[config.mk]
export PLATFORM = sky130hd
export DESIGN_NAME = wdt_top
export DESIGN_NICKNAME = d
export VERILOG_FILES = /design/src/rtl/wdt_pkg.sv /design/src/rtl/wdt_tick_div.sv /design/src/rtl/wdt_top.sv
export SDC_FILE = /design/constraint.sdc
export NUM_CORES = 1
export LEC_CHECK = 0
export ABC_AREA = 1
export BUFFER_PORTS_ARGS = -buffer_cell sky130_fd_sc_hd__buf_4
export CORE_MARGIN = 2
export CORE_UTILIZATION = 50
export CTS_BUF_LIST = sky130_fd_sc_hd__clkbuf_8
export CTS_CLUSTER_DIAMETER = 150
export DETAILED_ROUTE_END_ITERATION = 8
export PLACE_DENSITY = 0.71
export SYNTH_ARGS = -nofsm -noshare
export SYNTH_HDL_FRONTEND = slang
export SYNTH_SLANG_ARGS = --single-unit
export TNS_END_PERCENT = 10
[constraint.sdc]
create_clock -name mclk -period 1.9 [get_ports mclk]
set_input_delay 0.38 -clock mclk [delete_from_list [all_inputs] [get_ports mclk]]
set_output_delay 0.38 -clock mclk [all_outputs]
set_load 0.01 [all_outputs]
[src/rtl/wdt_pkg.sv]
// Package of constants and types for the watchdog postscaled timer
package wdt_pkg;

   // ----------------------------------------------------------------
   // Clock and timing
   // ----------------------------------------------------------------
   localparam int WDT_MCLK_HZ = 10_000_000;
   localparam int WDT_BASE_TICK_MS = 4;
   localparam int WDT_BASE_TICK_CYC = (WDT_MCLK_HZ / 1000) * WDT_BASE_TICK_MS;

   // ----------------------------------------------------------------
   // Postscaler layout
   // ----------------------------------------------------------------
   localparam int WDT_PS_WIDTH = 16;
   localparam int WDT_SEL_WIDTH = 4;
   localparam logic [WDT_SEL_WIDTH-1:0] WDT_SEL_RESET = 4'hF;
   localparam logic [2:0] WDT_FSEL_RESET = 3'h0;

   // ----------------------------------------------------------------
   // Grouped inputs and state type
   // ----------------------------------------------------------------
   typedef struct packed {
      logic sleep_instr;
      logic clear_watchdog_instr;
      logic clock_fail;
   } wdt_clear_type;

   typedef enum logic [1:0] {
      WDT_OFF,
      WDT_RUN,
      WDT_FIRED
   } wdt_state_type;

endpackage

[src/rtl/wdt_tick_div.sv]
// Base tick divider producing a one-cycle enable pulse
`timescale 1ns/1ns
module wdt_tick_div
   import wdt_pkg::*;
#(
   parameter int DIV_CYC = WDT_BASE_TICK_CYC
) (
   input wire logic mclk,
   input wire logic nrst,
   input wire logic clr,
   input wire logic run,
   output logic tick
);
   localparam int CW = $clog2(DIV_CYC);
   localparam logic [CW-1:0] LAST = CW'(DIV_CYC - 1);

   logic [CW-1:0] cnt_reg;
   logic [CW-1:0] cnt_next;
   logic at_last;
   logic tick_reg;

   assign at_last = (cnt_reg == LAST);
   assign cnt_next = (clr || !run || at_last) ? '0 : cnt_reg + 1'b1;
   assign tick = tick_reg;

   always_ff @(posedge mclk or negedge nrst) begin
      if (!nrst) begin
         cnt_reg <= '0;
         tick_reg <= 1'b0;
      end else begin
         cnt_reg <= cnt_next;
         tick_reg <= run && !clr && at_last;
      end
   end
endmodule

[src/rtl/wdt_top.sv]
// Watchdog timer with base tick, 16-bit postscaler and period select
`timescale 1ns/1ns
// Functional notes
// - The watchdog runs from the low-frequency oscillator, switched on while it is enabled.
// - The base tick period is nominally 4 ms before postscaling.
// - The base tick drives a 16-bit postscaler, period is base times the ratio.
// - A configuration field picks which postscaler output sets the timeout.
// - Periods from 4 ms up to 131.072 s are selectable.
// - Sleep or clear-watchdog instructions clear the counter and postscaler.
// - A changed oscillator frequency select value clears both counts.
// - A reported clock failure clears both counts.
module wdt_top
   import wdt_pkg::*;
#(
   parameter int TICK_CYC = WDT_BASE_TICK_CYC,
   parameter int PS_WIDTH = WDT_PS_WIDTH
) (
   input wire logic mclk,
   input wire logic nrst,
   input wire logic wdt_enable,
   input wire logic [WDT_SEL_WIDTH-1:0] period_select,
   input wire wdt_clear_type clear_in,
   input wire logic [2:0] int_osc_freq_select,
   input wire logic core_asleep,
   output logic low_freq_internal_osc_en,
   output logic timeout_reset,
   output logic timeout_wake,
   output logic [PS_WIDTH-1:0] postscale_count
);
   // ----------------------------------------------------------------
   // Control decode
   // ----------------------------------------------------------------
   logic [2:0] fsel_reg;
   logic osc_en_reg;
   logic [PS_WIDTH-1:0] ps_reg;
   logic [PS_WIDTH-1:0] ps_next;
   logic rst_reg;
   logic wake_reg;
   logic tick;
   logic fsel_changed;
   logic clr_any;
   logic clr_instr;
   logic clr_fail;
   logic [PS_WIDTH:0] ps_ext;
   logic [PS_WIDTH-1:0] ps_inc;
   logic ps_hold;
   logic sel_bit_next;
   logic sel_bit_now;
   logic sel_hit;
   logic fire;
   logic fire_reset;
   logic fire_wake;

   assign clr_instr = clear_in.sleep_instr || clear_in.clear_watchdog_instr;
   assign fsel_changed = (int_osc_freq_select != fsel_reg);
   assign clr_fail = clear_in.clock_fail;
   assign clr_any = clr_instr || fsel_changed || clr_fail;

   // ----------------------------------------------------------------
   // Base tick
   // ----------------------------------------------------------------
   // Tick counted only while oscillator is on
   wdt_tick_div #(
      .DIV_CYC(TICK_CYC)
   ) u_div (
      .mclk(mclk),
      .nrst(nrst),
      .clr(clr_any),
      .run(osc_en_reg),
      .tick(tick)
   );

   // ----------------------------------------------------------------
   // Postscaler and select
   // ----------------------------------------------------------------
   // Ratio 2^sel; sel 15 gives 131.072 s
   assign ps_ext = {1'b0, ps_reg} + {{PS_WIDTH{1'b0}}, 1'b1};
   // Selected output and its next value
   assign sel_bit_next = ps_ext[period_select];
   assign sel_bit_now = ps_reg[period_select];
   assign sel_hit = tick && sel_bit_next && !sel_bit_now;
   assign fire = osc_en_reg && !clr_any && sel_hit;
   assign ps_inc = ps_ext[PS_WIDTH-1:0];
   assign ps_hold = !osc_en_reg || clr_any || fire;
   assign ps_next = ps_hold ? '0 : (tick ? ps_inc : ps_reg);

   // ----------------------------------------------------------------
   // Timeout route
   // ----------------------------------------------------------------
   // Reset while running, wake while asleep
   assign fire_reset = fire && !core_asleep;
   assign fire_wake = fire && core_asleep;

   // ----------------------------------------------------------------
   // Outputs
   // ----------------------------------------------------------------
   assign low_freq_internal_osc_en = osc_en_reg;
   assign timeout_reset = rst_reg;
   assign timeout_wake = wake_reg;
   assign postscale_count = ps_reg;

   // ----------------------------------------------------------------
   // Registers
   // ----------------------------------------------------------------
   // Enable and select history
   always_ff @(posedge mclk or negedge nrst) begin
      if (!nrst) begin
         fsel_reg <= WDT_FSEL_RESET;
         osc_en_reg <= 1'b0;
      end else begin
         fsel_reg <= int_osc_freq_select;
         osc_en_reg <= wdt_enable;
      end
   end

   always_ff @(posedge mclk or negedge nrst) begin
      if (!nrst) begin
         ps_reg <= '0;
      end else begin
         ps_reg <= ps_next;
      end
   end

   always_ff @(posedge mclk or negedge nrst) begin
      if (!nrst) begin
         rst_reg <= 1'b0;
         wake_reg <= 1'b0;
      end else begin
         rst_reg <= fire_reset;
         wake_reg <= fire_wake;
      end
   end

   // ----------------------------------------------------------------
   // Checks
   // ----------------------------------------------------------------
   a_disabled_zero: assert property (@(posedge mclk) disable iff (!nrst)
      !osc_en_reg |=> (ps_reg == '0))
      else $error("postscaler not zero while disabled");
   a_instr_clear: assert property (@(posedge mclk) disable iff (!nrst)
      (clear_in.sleep_instr || clear_in.clear_watchdog_instr) |=> (ps_reg == '0))
      else $error("instruction clear missed");
   a_fsel_clear: assert property (@(posedge mclk) disable iff (!nrst)
      $changed(int_osc_freq_select) |=> (ps_reg == '0) ##1 !rst_reg && !wake_reg)
      else $error("timeout after frequency change");
   a_fail_clear: assert property (@(posedge mclk) disable iff (!nrst)
      clear_in.clock_fail |=> (ps_reg == '0) && !tick)
      else $error("clock failure clear missed");
   a_osc_follow: assert property (@(posedge mclk) disable iff (!nrst)
      wdt_enable |=> low_freq_internal_osc_en)
      else $error("oscillator not enabled with watchdog");
   a_reset_cause: assert property (@(posedge mclk) disable iff (!nrst)
      rst_reg |-> $past(fire) && !$past(core_asleep))
      else $error("reset without timeout");
   a_wake_cause: assert property (@(posedge mclk) disable iff (!nrst)
      wake_reg |-> $past(fire) && $past(core_asleep))
      else $error("wake without timeout");
   a_ps_step: assert property (@(posedge mclk) disable iff (!nrst)
      (osc_en_reg && !tick && !clr_any) |=> $stable(ps_reg))
      else $error("postscaler moved without tick");
   a_tick_excl: assert property (@(posedge mclk) disable iff (!nrst)
      tick |=> !tick)
      else $error("base tick longer than one cycle");

   // ----------------------------------------------------------------
   // Timeout route checks
   // ----------------------------------------------------------------
   a_reset_single: assert property (@(posedge mclk) disable iff (!nrst)
      rst_reg |=> !rst_reg)
      else $error("timeout reset longer than one cycle");
   a_wake_single: assert property (@(posedge mclk) disable iff (!nrst)
      wake_reg |=> !wake_reg)
      else $error("timeout wake longer than one cycle");
   a_route_excl: assert property (@(posedge mclk) disable iff (!nrst)
      !(rst_reg && wake_reg))
      else $error("reset and wake together");
   a_fire_restart: assert property (@(posedge mclk) disable iff (!nrst)
      (rst_reg || wake_reg) |-> (ps_reg == '0))
      else $error("postscaler not restarted after timeout");
   a_pulse_tick: assert property (@(posedge mclk) disable iff (!nrst)
      (rst_reg || wake_reg) |-> $past(tick))
      else $error("timeout without base tick");
   a_off_silent: assert property (@(posedge mclk) disable iff (!nrst)
      !osc_en_reg |=> !rst_reg && !wake_reg)
      else $error("timeout while disabled");
   a_clear_silent: assert property (@(posedge mclk) disable iff (!nrst)
      clr_any |=> !rst_reg && !wake_reg)
      else $error("timeout despite clear");
   a_sel_zero: assert property (@(posedge mclk) disable iff (!nrst)
      (period_select == '0) && (ps_reg == '0) && tick && osc_en_reg && !clr_any
      |=> (rst_reg || wake_reg))
      else $error("shortest period missed");

   // ----------------------------------------------------------------
   // Clear and count checks
   // ----------------------------------------------------------------
   a_tick_advance: assert property (@(posedge mclk) disable iff (!nrst)
      (osc_en_reg && tick && !clr_any && !fire) |=> ((ps_reg - $past(ps_reg)) == PS_WIDTH'(1)))
      else $error("postscaler did not step on tick");
   a_osc_drop: assert property (@(posedge mclk) disable iff (!nrst)
      !wdt_enable |=> !low_freq_internal_osc_en)
      else $error("oscillator left on while disabled");
   a_tick_gated: assert property (@(posedge mclk) disable iff (!nrst)
      !osc_en_reg |=> !tick)
      else $error("base tick while oscillator off");
   a_tick_clear: assert property (@(posedge mclk) disable iff (!nrst)
      clr_any |=> !tick)
      else $error("base tick right after clear");
   a_enable_zero: assert property (@(posedge mclk) disable iff (!nrst)
      $rose(osc_en_reg) |-> (ps_reg == '0) && !tick)
      else $error("count not zero at enable");
   a_watchdog_clear: assert property (@(posedge mclk) disable iff (!nrst)
      clear_in.clear_watchdog_instr |=> (postscale_count == '0))
      else $error("clear instruction left count");
   a_fsel_count: assert property (@(posedge mclk) disable iff (!nrst)
      fsel_changed |=> (postscale_count == '0))
      else $error("select change left count");
endmodule

[Word level (Yosys, flattened, before mapping)]
Index checks and enable logic that the tools add are counted.
Word-level totals
  register bits: 39
  word-level logic and storage cells: 38
Cells by class
  add/sub/neg operators: 2
  magnitude comparators: 2
  equality and inequality tests: 2
  multiplexer cells: 7
  reduce and logical (&&, ||, !) cells: 18
Operator list (number)
  $mux W16: 3
  $add A16 B1 Y16 const B: 2
  $eq A16 B16 Y1 const B: 1
  $bmux W1 S4: 2
  $logic_and A1 B1 Y1: 7
  $logic_or A1 B1 Y1: 6
  $lt A4 B6 Y1 const B: 1
  $lt A4 B5 Y1 const B: 1
  $logic_not A1 Y1: 4
  $ne A3 B3 Y1: 1
  $mux W1: 2
  $reduce_bool A2 Y1: 1

[Longest topological paths before layout]
Gate-level depths: netlist of run 1.
  depth in word-level cells: 8
  mapped depth: 15
  mapped depth without buffers: 14

[Hierarchy]
A second synthesis of run 1 with hierarchy kept.
Second synthesis, totals
  cells, all modules: 349
  area total of the unflattened synthesis: 2506.2 um^2
By module, submodules not included
  wdt_top: times used 1, cells each 233, area each 1595.3 um^2, sequential area each 550.5 um^2
  wdt_tick_div: times used 1, cells each 116, area each 910.9 um^2, sequential area each 425.4 um^2

[Worst setup path before layout of run 1]
Ideal clock, no wire load.
  path type: register to register
  start point: register ps_reg[0], in the netlist postscale_count[0]
  end point: register ps_reg[10], in the netlist postscale_count[10]
  library setup time: 0.121 ns
  arrival time: 1.738 ns
  slack: 0.041 ns
  stages on the path, launching flop included: 12
  buffers on the path: 1
  cells stage by stage: dfrtp_1 -> ha_1 -> nand3_1 -> o21ai_0 -> nand3_1 -> nand3_1 -> nand3_1 -> a21oi_2 -> nand2_2 -> nand2_4 -> buf_8 -> nor2_1
On the way
  longest elaborated chain between the ends: 8
  elaborated cells between the ends (all ways): 13
  classes of those cells: 1 x add/sub; 6 x mux; 6 x reduce/logical
RTL lines
  start, declared: RTL line wdt_top.sv:35  | logic [PS_WIDTH-1:0] ps_reg;
  start signal, assigned: RTL line wdt_top.sv:120  | ps_reg <= ps_next;
  $add A16 B1 Y16: RTL line wdt_top.sv:77  | assign ps_ext = {1'b0, ps_reg} + {{PS_WIDTH{1'b0}}, 1'b1};
  $bmux W1 S4: RTL line wdt_top.sv:79  | assign sel_bit_next = ps_ext[period_select];
  $mux W1 (implied by the code): RTL line wdt_top.sv:79
  $logic_and A1 B1 Y1 (2 in a row): RTL line wdt_top.sv:81  | assign sel_hit = tick && sel_bit_next && !sel_bit_now;
  $logic_and A1 B1 Y1: RTL line wdt_top.sv:82  | assign fire = osc_en_reg && !clr_any && sel_hit;
  $logic_or A1 B1 Y1: RTL line wdt_top.sv:84  | assign ps_hold = !osc_en_reg || clr_any || fire;
  $mux W16 / $reduce_bool A2 Y1 (equally long branches)
Parallel ways exist; a longest one is shown, timed or not. The select of a mux whose other input is x is not followed.
A chain may end at the register's enable or synchronous reset.

[Final worst setup path of run 1]
  start point: register ps_reg[2], in the netlist postscale_count[2]
  end point: register ps_reg[2], in the netlist postscale_count[2]
The elaborated chain is that of the path after synthesis.

==> impl_metrics.csv, run 1 <==
group,metric,value,unit
power,cellPowerDensity,531,mW/mm^2
yosys,synthMuxAreaShare,0.412,%
cts,worstSkewPairLatency,0.30,ns
finish,antenna_cells,0,
yosys,synth-async-reset-ratio,100,%
setup_path,path_delay_family,"simple AND/OR/NAND/NOR gates",
yosys,synth_top_family_by_area,"simple AND/OR/NAND/NOR gates",
detailed_routing,ant_nets,0,
sta,layout_min_cycle_time,1.93,ns
floorplanning,io_pins,33,
sta,maxSlewHeadroom,67.6,%
yosys,netlist_area,0.00243,sq mm
power,p_leak,1.40,nW
yosys,ys_seq_area_share,40.1,%
cts,ctsHoldBuffers,0,
floorplanning,rows,25,
floorplanning,die_w,73.7,um
detailed_routing,drtPass1Iterations,5,
detailed_routing,drc,0,
floorplanning,start_util,51.8,%
floorplanning,die_y,73.7,um
setup_path,path_max_fanout,8,
outcome,violations,"setup timing",
outcome,outcome,"finished with violations",
placement,place.gp.congestion,0.935,
global_routing,grt_use_total,23.7,%
sta,setup_viol,14,
sta,rsz0062_at_grt,"yes",
global_routing,first_global_vias,2129,
sta,fin_skew,0.00779,ns
yosys,ys.warnings.count,0,
cts,ctsLongestPathBuffers,2,
detailed_routing,wl,6260,um
yosys,synth_cells,336,
yosys,synth_cell_types,34,
cts,path_clk_slew,0.08,ns
floorplanning,die-area,0.00544,sq mm
detailed_routing,drt_iter0_drc,254,
setup_path,cp-end-kind,"register",
sta,fmax,517,MHz
global_routing,antenna_found_initial,0,
detailed_routing,wl_per_cell,14.1,um
setup_path,worstPathArrival,2.12,ns
setup_path,crit_buf_inv,1,
sta,setup_slack,-0.0328,ns
floorplanning,fp.coreArea,0.00469,sq mm
yosys,synthSimpleGateAreaFrac,35.2,%
sta,drv_slew,0,
detailed_routing,dr_total_vias,2452,
setup_path,worst_path_max_delay_cell,"dfrtp_2",
cts,cts_root_buf,"clkbuf_8",
setup_path,path_cells,"buf_4 > nand3_4 > nor2_4 > xor2_2 > nand2_1 > nand2_1 > nand3_1 > a21oi_2 > nand2_4 > nand2_8 > nor2_1",
cts,cts_made_buffers,5,
yosys,syn-mean-instance-area,7.24,sq um
global_routing,grt_max_degree,40,
yosys,synth_ff_type,"dfrtp_1",
cts,htree_num_levels,2,
finish,final_cell_mix,"53 x nand2_1, 53 x buf_4, 50 x nor2_1",
placement,numPortBuffers,32,
yosys,ys_seq_elements,39,
yosys,synth_edf_count,0,
detailed_routing,vias_per_cell,5.52,
yosys,synth_fa_ha_area_share,1.03,%
finish,layout.nets,405,
min_path,min_path_type,"in -> async",
yosys,syn_nets,352,
setup_path,cpMostUsedCell,"nand2_1",
setup_path,critPathRequiredTime,2.09,ns
power,ir_drop,0.515,mV
job,max_cap_viol_count,0,
global_routing,grt_overflow,0,
placement,dp_hpwl,4330,um
finish,syn2layout_area_growth,27.7,%
global_routing,grt_pass1_wl,9890,um
placement,dp_cells,427,
finish,final_util,66.2,%
setup_path,slowest_delay,0.46,ns
setup_path,path_class,"reg -> reg",
sta,whs,0.0296,ns
sta,hold_viol,0,
sta,min_period_over_period,102,%
cts,tritoncts,"done",
finish,drive_above_1_share,24.6,%
sta,worst_pin_slew,0.486,ns
setup_path,start_kind,"register",
cts,cts.sinks,39,
yosys,synth_compound_area_share,11.7,%
yosys,synth-xor-area-share,2.16,%
setup_path,rrSetupSlack,-0.03,ns
finish,finalNonFillerCells,444,
-- where the power goes --
group / leakage (nW) / switching (mW) / internal, mW
clock network: 0.0581 / 0.315 / 0.391
logic: 0.806 / 0.0648 / 0.0404
registers: 0.534 / 0.00207 / 0.834
-- synthesized netlist by cell type, types with 2 or more instances --
library cell / n / share of area (%)
xnor2_1: 2 / 0.72
nand3_1: 37 / 7.6
nand3b_1: 2 / 0.62
nor2_4: 3 / 1.4
o21a_1: 2 / 0.62
nand2_1: 57 / 8.8
xor2_1: 4 / 1.4
ha_1: 2 / 1.0
nor3b_1: 2 / 0.62
nor2_1: 56 / 8.6
dfrtp_1: 39 / 40
buf_2: 4 / 0.82
a31oi_1: 11 / 2.8
nand2_2: 2 / 0.51
a21oi_1: 15 / 3.1
clkbuf_1: 3 / 0.46
nor2_2: 3 / 0.77
o21ai_1: 2 / 0.41
nor4_1: 3 / 0.77
o21ai_0: 17 / 3.5
nor3_1: 4 / 0.82
nand4_1: 7 / 1.8
inv_1: 46 / 7.1
nand3_2: 3 / 1.2
-- timing repair --
action / in CTS / in global routing
gates cloned: 0 / 1
buffers inserted: 3 / 5
setup endpoints to repair: 16 / 23
resized for setup: 4 / 26
pin swaps: 0 / 15
-- logic make-up (layout without fill, tap and decap cells) --
family,Yosys count,after routing
AOI/OAI and AO/OA,51,51
adders and majority gates,2,2
xor gates and xnor gates,6,6
muxes,1,1
DFF,39,39
and+or+nand+nor,182,183
buffers and inverters,55,108
-- routing by layer --
metal,global-route usage (%),share of wire (%),vias up
met5,0,0,-
li1,-,-,1218
met2,37.0,48,87
met1,32.3,45,1136
met4,8.89,2.0,0
met3,4.80,5.2,11
-- cell type report --
| class | instances | area (sq um) |
|---|---|---|
| tap | 54 | 67.6 |
| fill | 430 | 1590 |
| sequential | 39 | 977 |
| inverter | 46 | 173 |
| multi-input combinational | 243 | 1370 |
| timing repair buffer | 54 | 409 |
| clock inverter | 3 | 43.8 |
| clock buffer | 5 | 68.8 |
-- final timing paths --
path | end | startpoint | cells after the start
worst max-delay path | postscale_count[2] | postscale_count[2] | 11
min in group mclk | low_freq_internal_osc_en | wdt_enable | 1
worst min register to register | u_div.cnt_reg[0] | u_div.cnt_reg[0] | 1
max in group asynchronous | postscale_count[2] | nrst | 1
worst max register to register | postscale_count[2] | postscale_count[2] | 11
worst min-delay path | postscale_count[9] | nrst | 1
-- through the flow --
step	power [mW]	setup slack (ns)	cell area [sq um]	setup TNS, ns
final	1.65	-0.0328	3100	-0.216
after floorplan	0.902	0.0415	2430	0
after global routing	1.70	-0.131	3100	-1.91
after detailed placement	0.954	-0.0662	2790	-0.792
after global placement	0.954	-0.0188	2790	-0.239
after CTS	1.66	0.00256	2940	0
Power figures use the tool's default switching activity.
==> run 2: changes to the inputs <==
- RECOVER_POWER: default -> 50
==> impl_metrics.csv, run 2 (synthesis gave the netlist of run 1 again) <==
group,metric,value,unit
setup_path,path_max_fanout,8,
finish,layout_commonest_cell,"nand2_1",
detailed_routing,wl_met1,2800,um
sta,fin_skew,0.00812,ns
sta,drv_slew,0,
placement,dp_hpwl,4330,um
job,max_cap_viol_count,0,
detailed_routing,vias_per_cell,5.56,
setup_path,path_delay_family,"simple AND/OR/NAND/NOR gates",
detailed_routing,highest_layer,"met4",
global_routing,grt_use_total,23.7,%
placement,place.gp.congestion,0.935,
finish,layout.nets,405,
global_routing,grt_max_degree,40,
floorplanning,die_y,73.7,um
sta,whs,0.202,ns
power,power,1.64,mW
finish,final_cell_mix,"53 x nand2_1, 50 x nor2_1, 48 x buf_4",
finish,final_area,0.00310,sq mm
floorplanning,die-area,0.00544,sq mm
floorplanning,die_w,73.7,um
global_routing,antenna_found_initial,0,
setup_path,path_cells,"buf_4 > nand3_4 > nor2_4 > xor2_2 > nand2_1 > nand2_1 > nand3_1 > a21oi_2 > nand2_4 > nand2_8 > nor2_1",
min_path,min_path_type,"in -> async",
sta,fmax,517,MHz
power,p_leak,1.39,nW
sta,setup_viol,14,
detailed_routing,wl_met2,3020,um
sta,layout_min_cycle_time,1.93,ns
setup_path,crit_buf_inv,1,
setup_path,slowest_delay,0.46,ns
sta,worst_pin_slew,0.937,ns
setup_path,cp-end-kind,"register",
floorplanning,rows,25,
detailed_routing,wl,6260,um
sta,rsz0062_at_grt,"yes",
detailed_routing,drt_iter0_drc,246,
cts,tritoncts,"done",
setup_path,reg2reg_to,"postscale_count[2]",
detailed_routing,wl_per_cell,14.1,um
cts,htree_num_levels,2,
setup_path,start_kind,"register",
setup_path,worstPathArrival,2.12,ns
detailed_routing,dr_total_vias,2468,
finish,syn2layout_area_growth,27.4,%
global_routing,first_global_vias,2129,
sta,maxSlewHeadroom,37.5,%
cts,cts_made_buffers,5,
placement,dpl_cell_area,0.00279,sq mm
setup_path,r2r_cells,11,
global_routing,grt_overflow,0,
setup_path,cpMostUsedCell,"nand2_1",
placement,numPortBuffers,32,
detailed_routing,wl_met3,319,um
global_routing,grt_pass1_wl,9890,um
floorplanning,fp.coreArea,0.00469,sq mm
cts,worstSkewPairLatency,0.30,ns
setup_path,r2r_start,"postscale_count[2]",
setup_path,path_class,"reg -> reg",
sta,setup_slack,-0.0331,ns
power,ir_drop,0.513,mV
floorplanning,start_util,51.8,%
sta,hold_viol,0,
outcome,violations,"setup timing",
cts,path_clk_slew,0.08,ns
setup_path,worst_path_max_delay_cell,"dfrtp_2",
detailed_routing,ant_nets,0,
sta,finalSetupTns,-0.234,ns
cts,cts.sinks,39,
setup_path,rrSetupSlack,-0.03,ns
power,cellPowerDensity,531,mW/mm^2
detailed_routing,drtPass1Iterations,5,
sta,min_period_over_period,102,%
finish,multiInputGateArea,0.00137,sq mm
finish,nFillCells,431,
outcome,outcome,"finished with violations",
cts,ctsLongestPathBuffers,2,
finish,drive_above_1_share,24.4,%
finish,regArea,977,sq um
detailed_routing,drc,0,
finish,antenna_cells,0,
cts,cts_root_buf,"clkbuf_8",
placement,place_ws,-0.0662,ns
floorplanning,io_pins,33,
setup_path,critPathRequiredTime,2.09,ns
==> run 2: per-layer routing <==
| metal | vias to the layer above | track usage (%) |
|---|---|---|
| li1 | 1221 | - |
| met5 | - | 0 |
| met1 | 1155 | 32.3 |
| met2 | 81 | 37.0 |
| met3 | 11 | 4.80 |
| met4 | 0 | 8.89 |
==> run 2: worst reg2reg max path: stages (launching register included) <==
cell     delay, ns
dfrtp_2       0.46
buf_4         0.15
nand3_4       0.09
nor2_4        0.19
xor2_2        0.16
nand2_1       0.07
nand2_1       0.07
nand3_1       0.10
a21oi_2       0.22
nand2_4       0.12
nand2_8       0.13
nor2_1        0.06
==> run 2: worst max path at each step <==
stage,start,to,slack [ns],cells after the start
final,postscale_count[2],postscale_count[2],-0.03,11
after global routing,postscale_count[2],postscale_count[11],-0.13,11
after CTS,postscale_count[2],postscale_count[14],0.003,11
after detailed placement,postscale_count[2],postscale_count[14],-0.07,11
after global placement,postscale_count[2],postscale_count[14],-0.02,11
after floorplan,postscale_count[0],postscale_count[10],0.04,11
==> run 2: layout make-up <==
type	instances	area share (%)
sequential	39	31.5
clock inverter	3	1.41
inverter	46	5.57
timing repair buffer	54	13.0
clock buffer	5	2.22
multi-input combinational	243	44.1
tap	54	2.18
==> run 2: stage by stage <==
step           std cells  util [%]
6_report             444      66.0
5_1_grt              444      66.0
4_1_cts              438      62.6
3_5_place_dp         427      59.5
3_3_place_gp         427      59.5
2_1_floorplan        336         -
==> run 2: where the power goes <==
group | total (mW) | internal (mW) | switching [mW]
combinational | 0.103 | 0.0385 | 0.0647
sequential | 0.836 | 0.834 | 0.00208
clock | 0.705 | 0.391 | 0.314
==> run 2: timing repair <==
item	in CTS	in global routing
cloned	0	1
gates resized for setup	4	26
setup endpoints to repair	16	23
hold buffers	0	0
pin swaps	0	15
buffers inserted	3	5
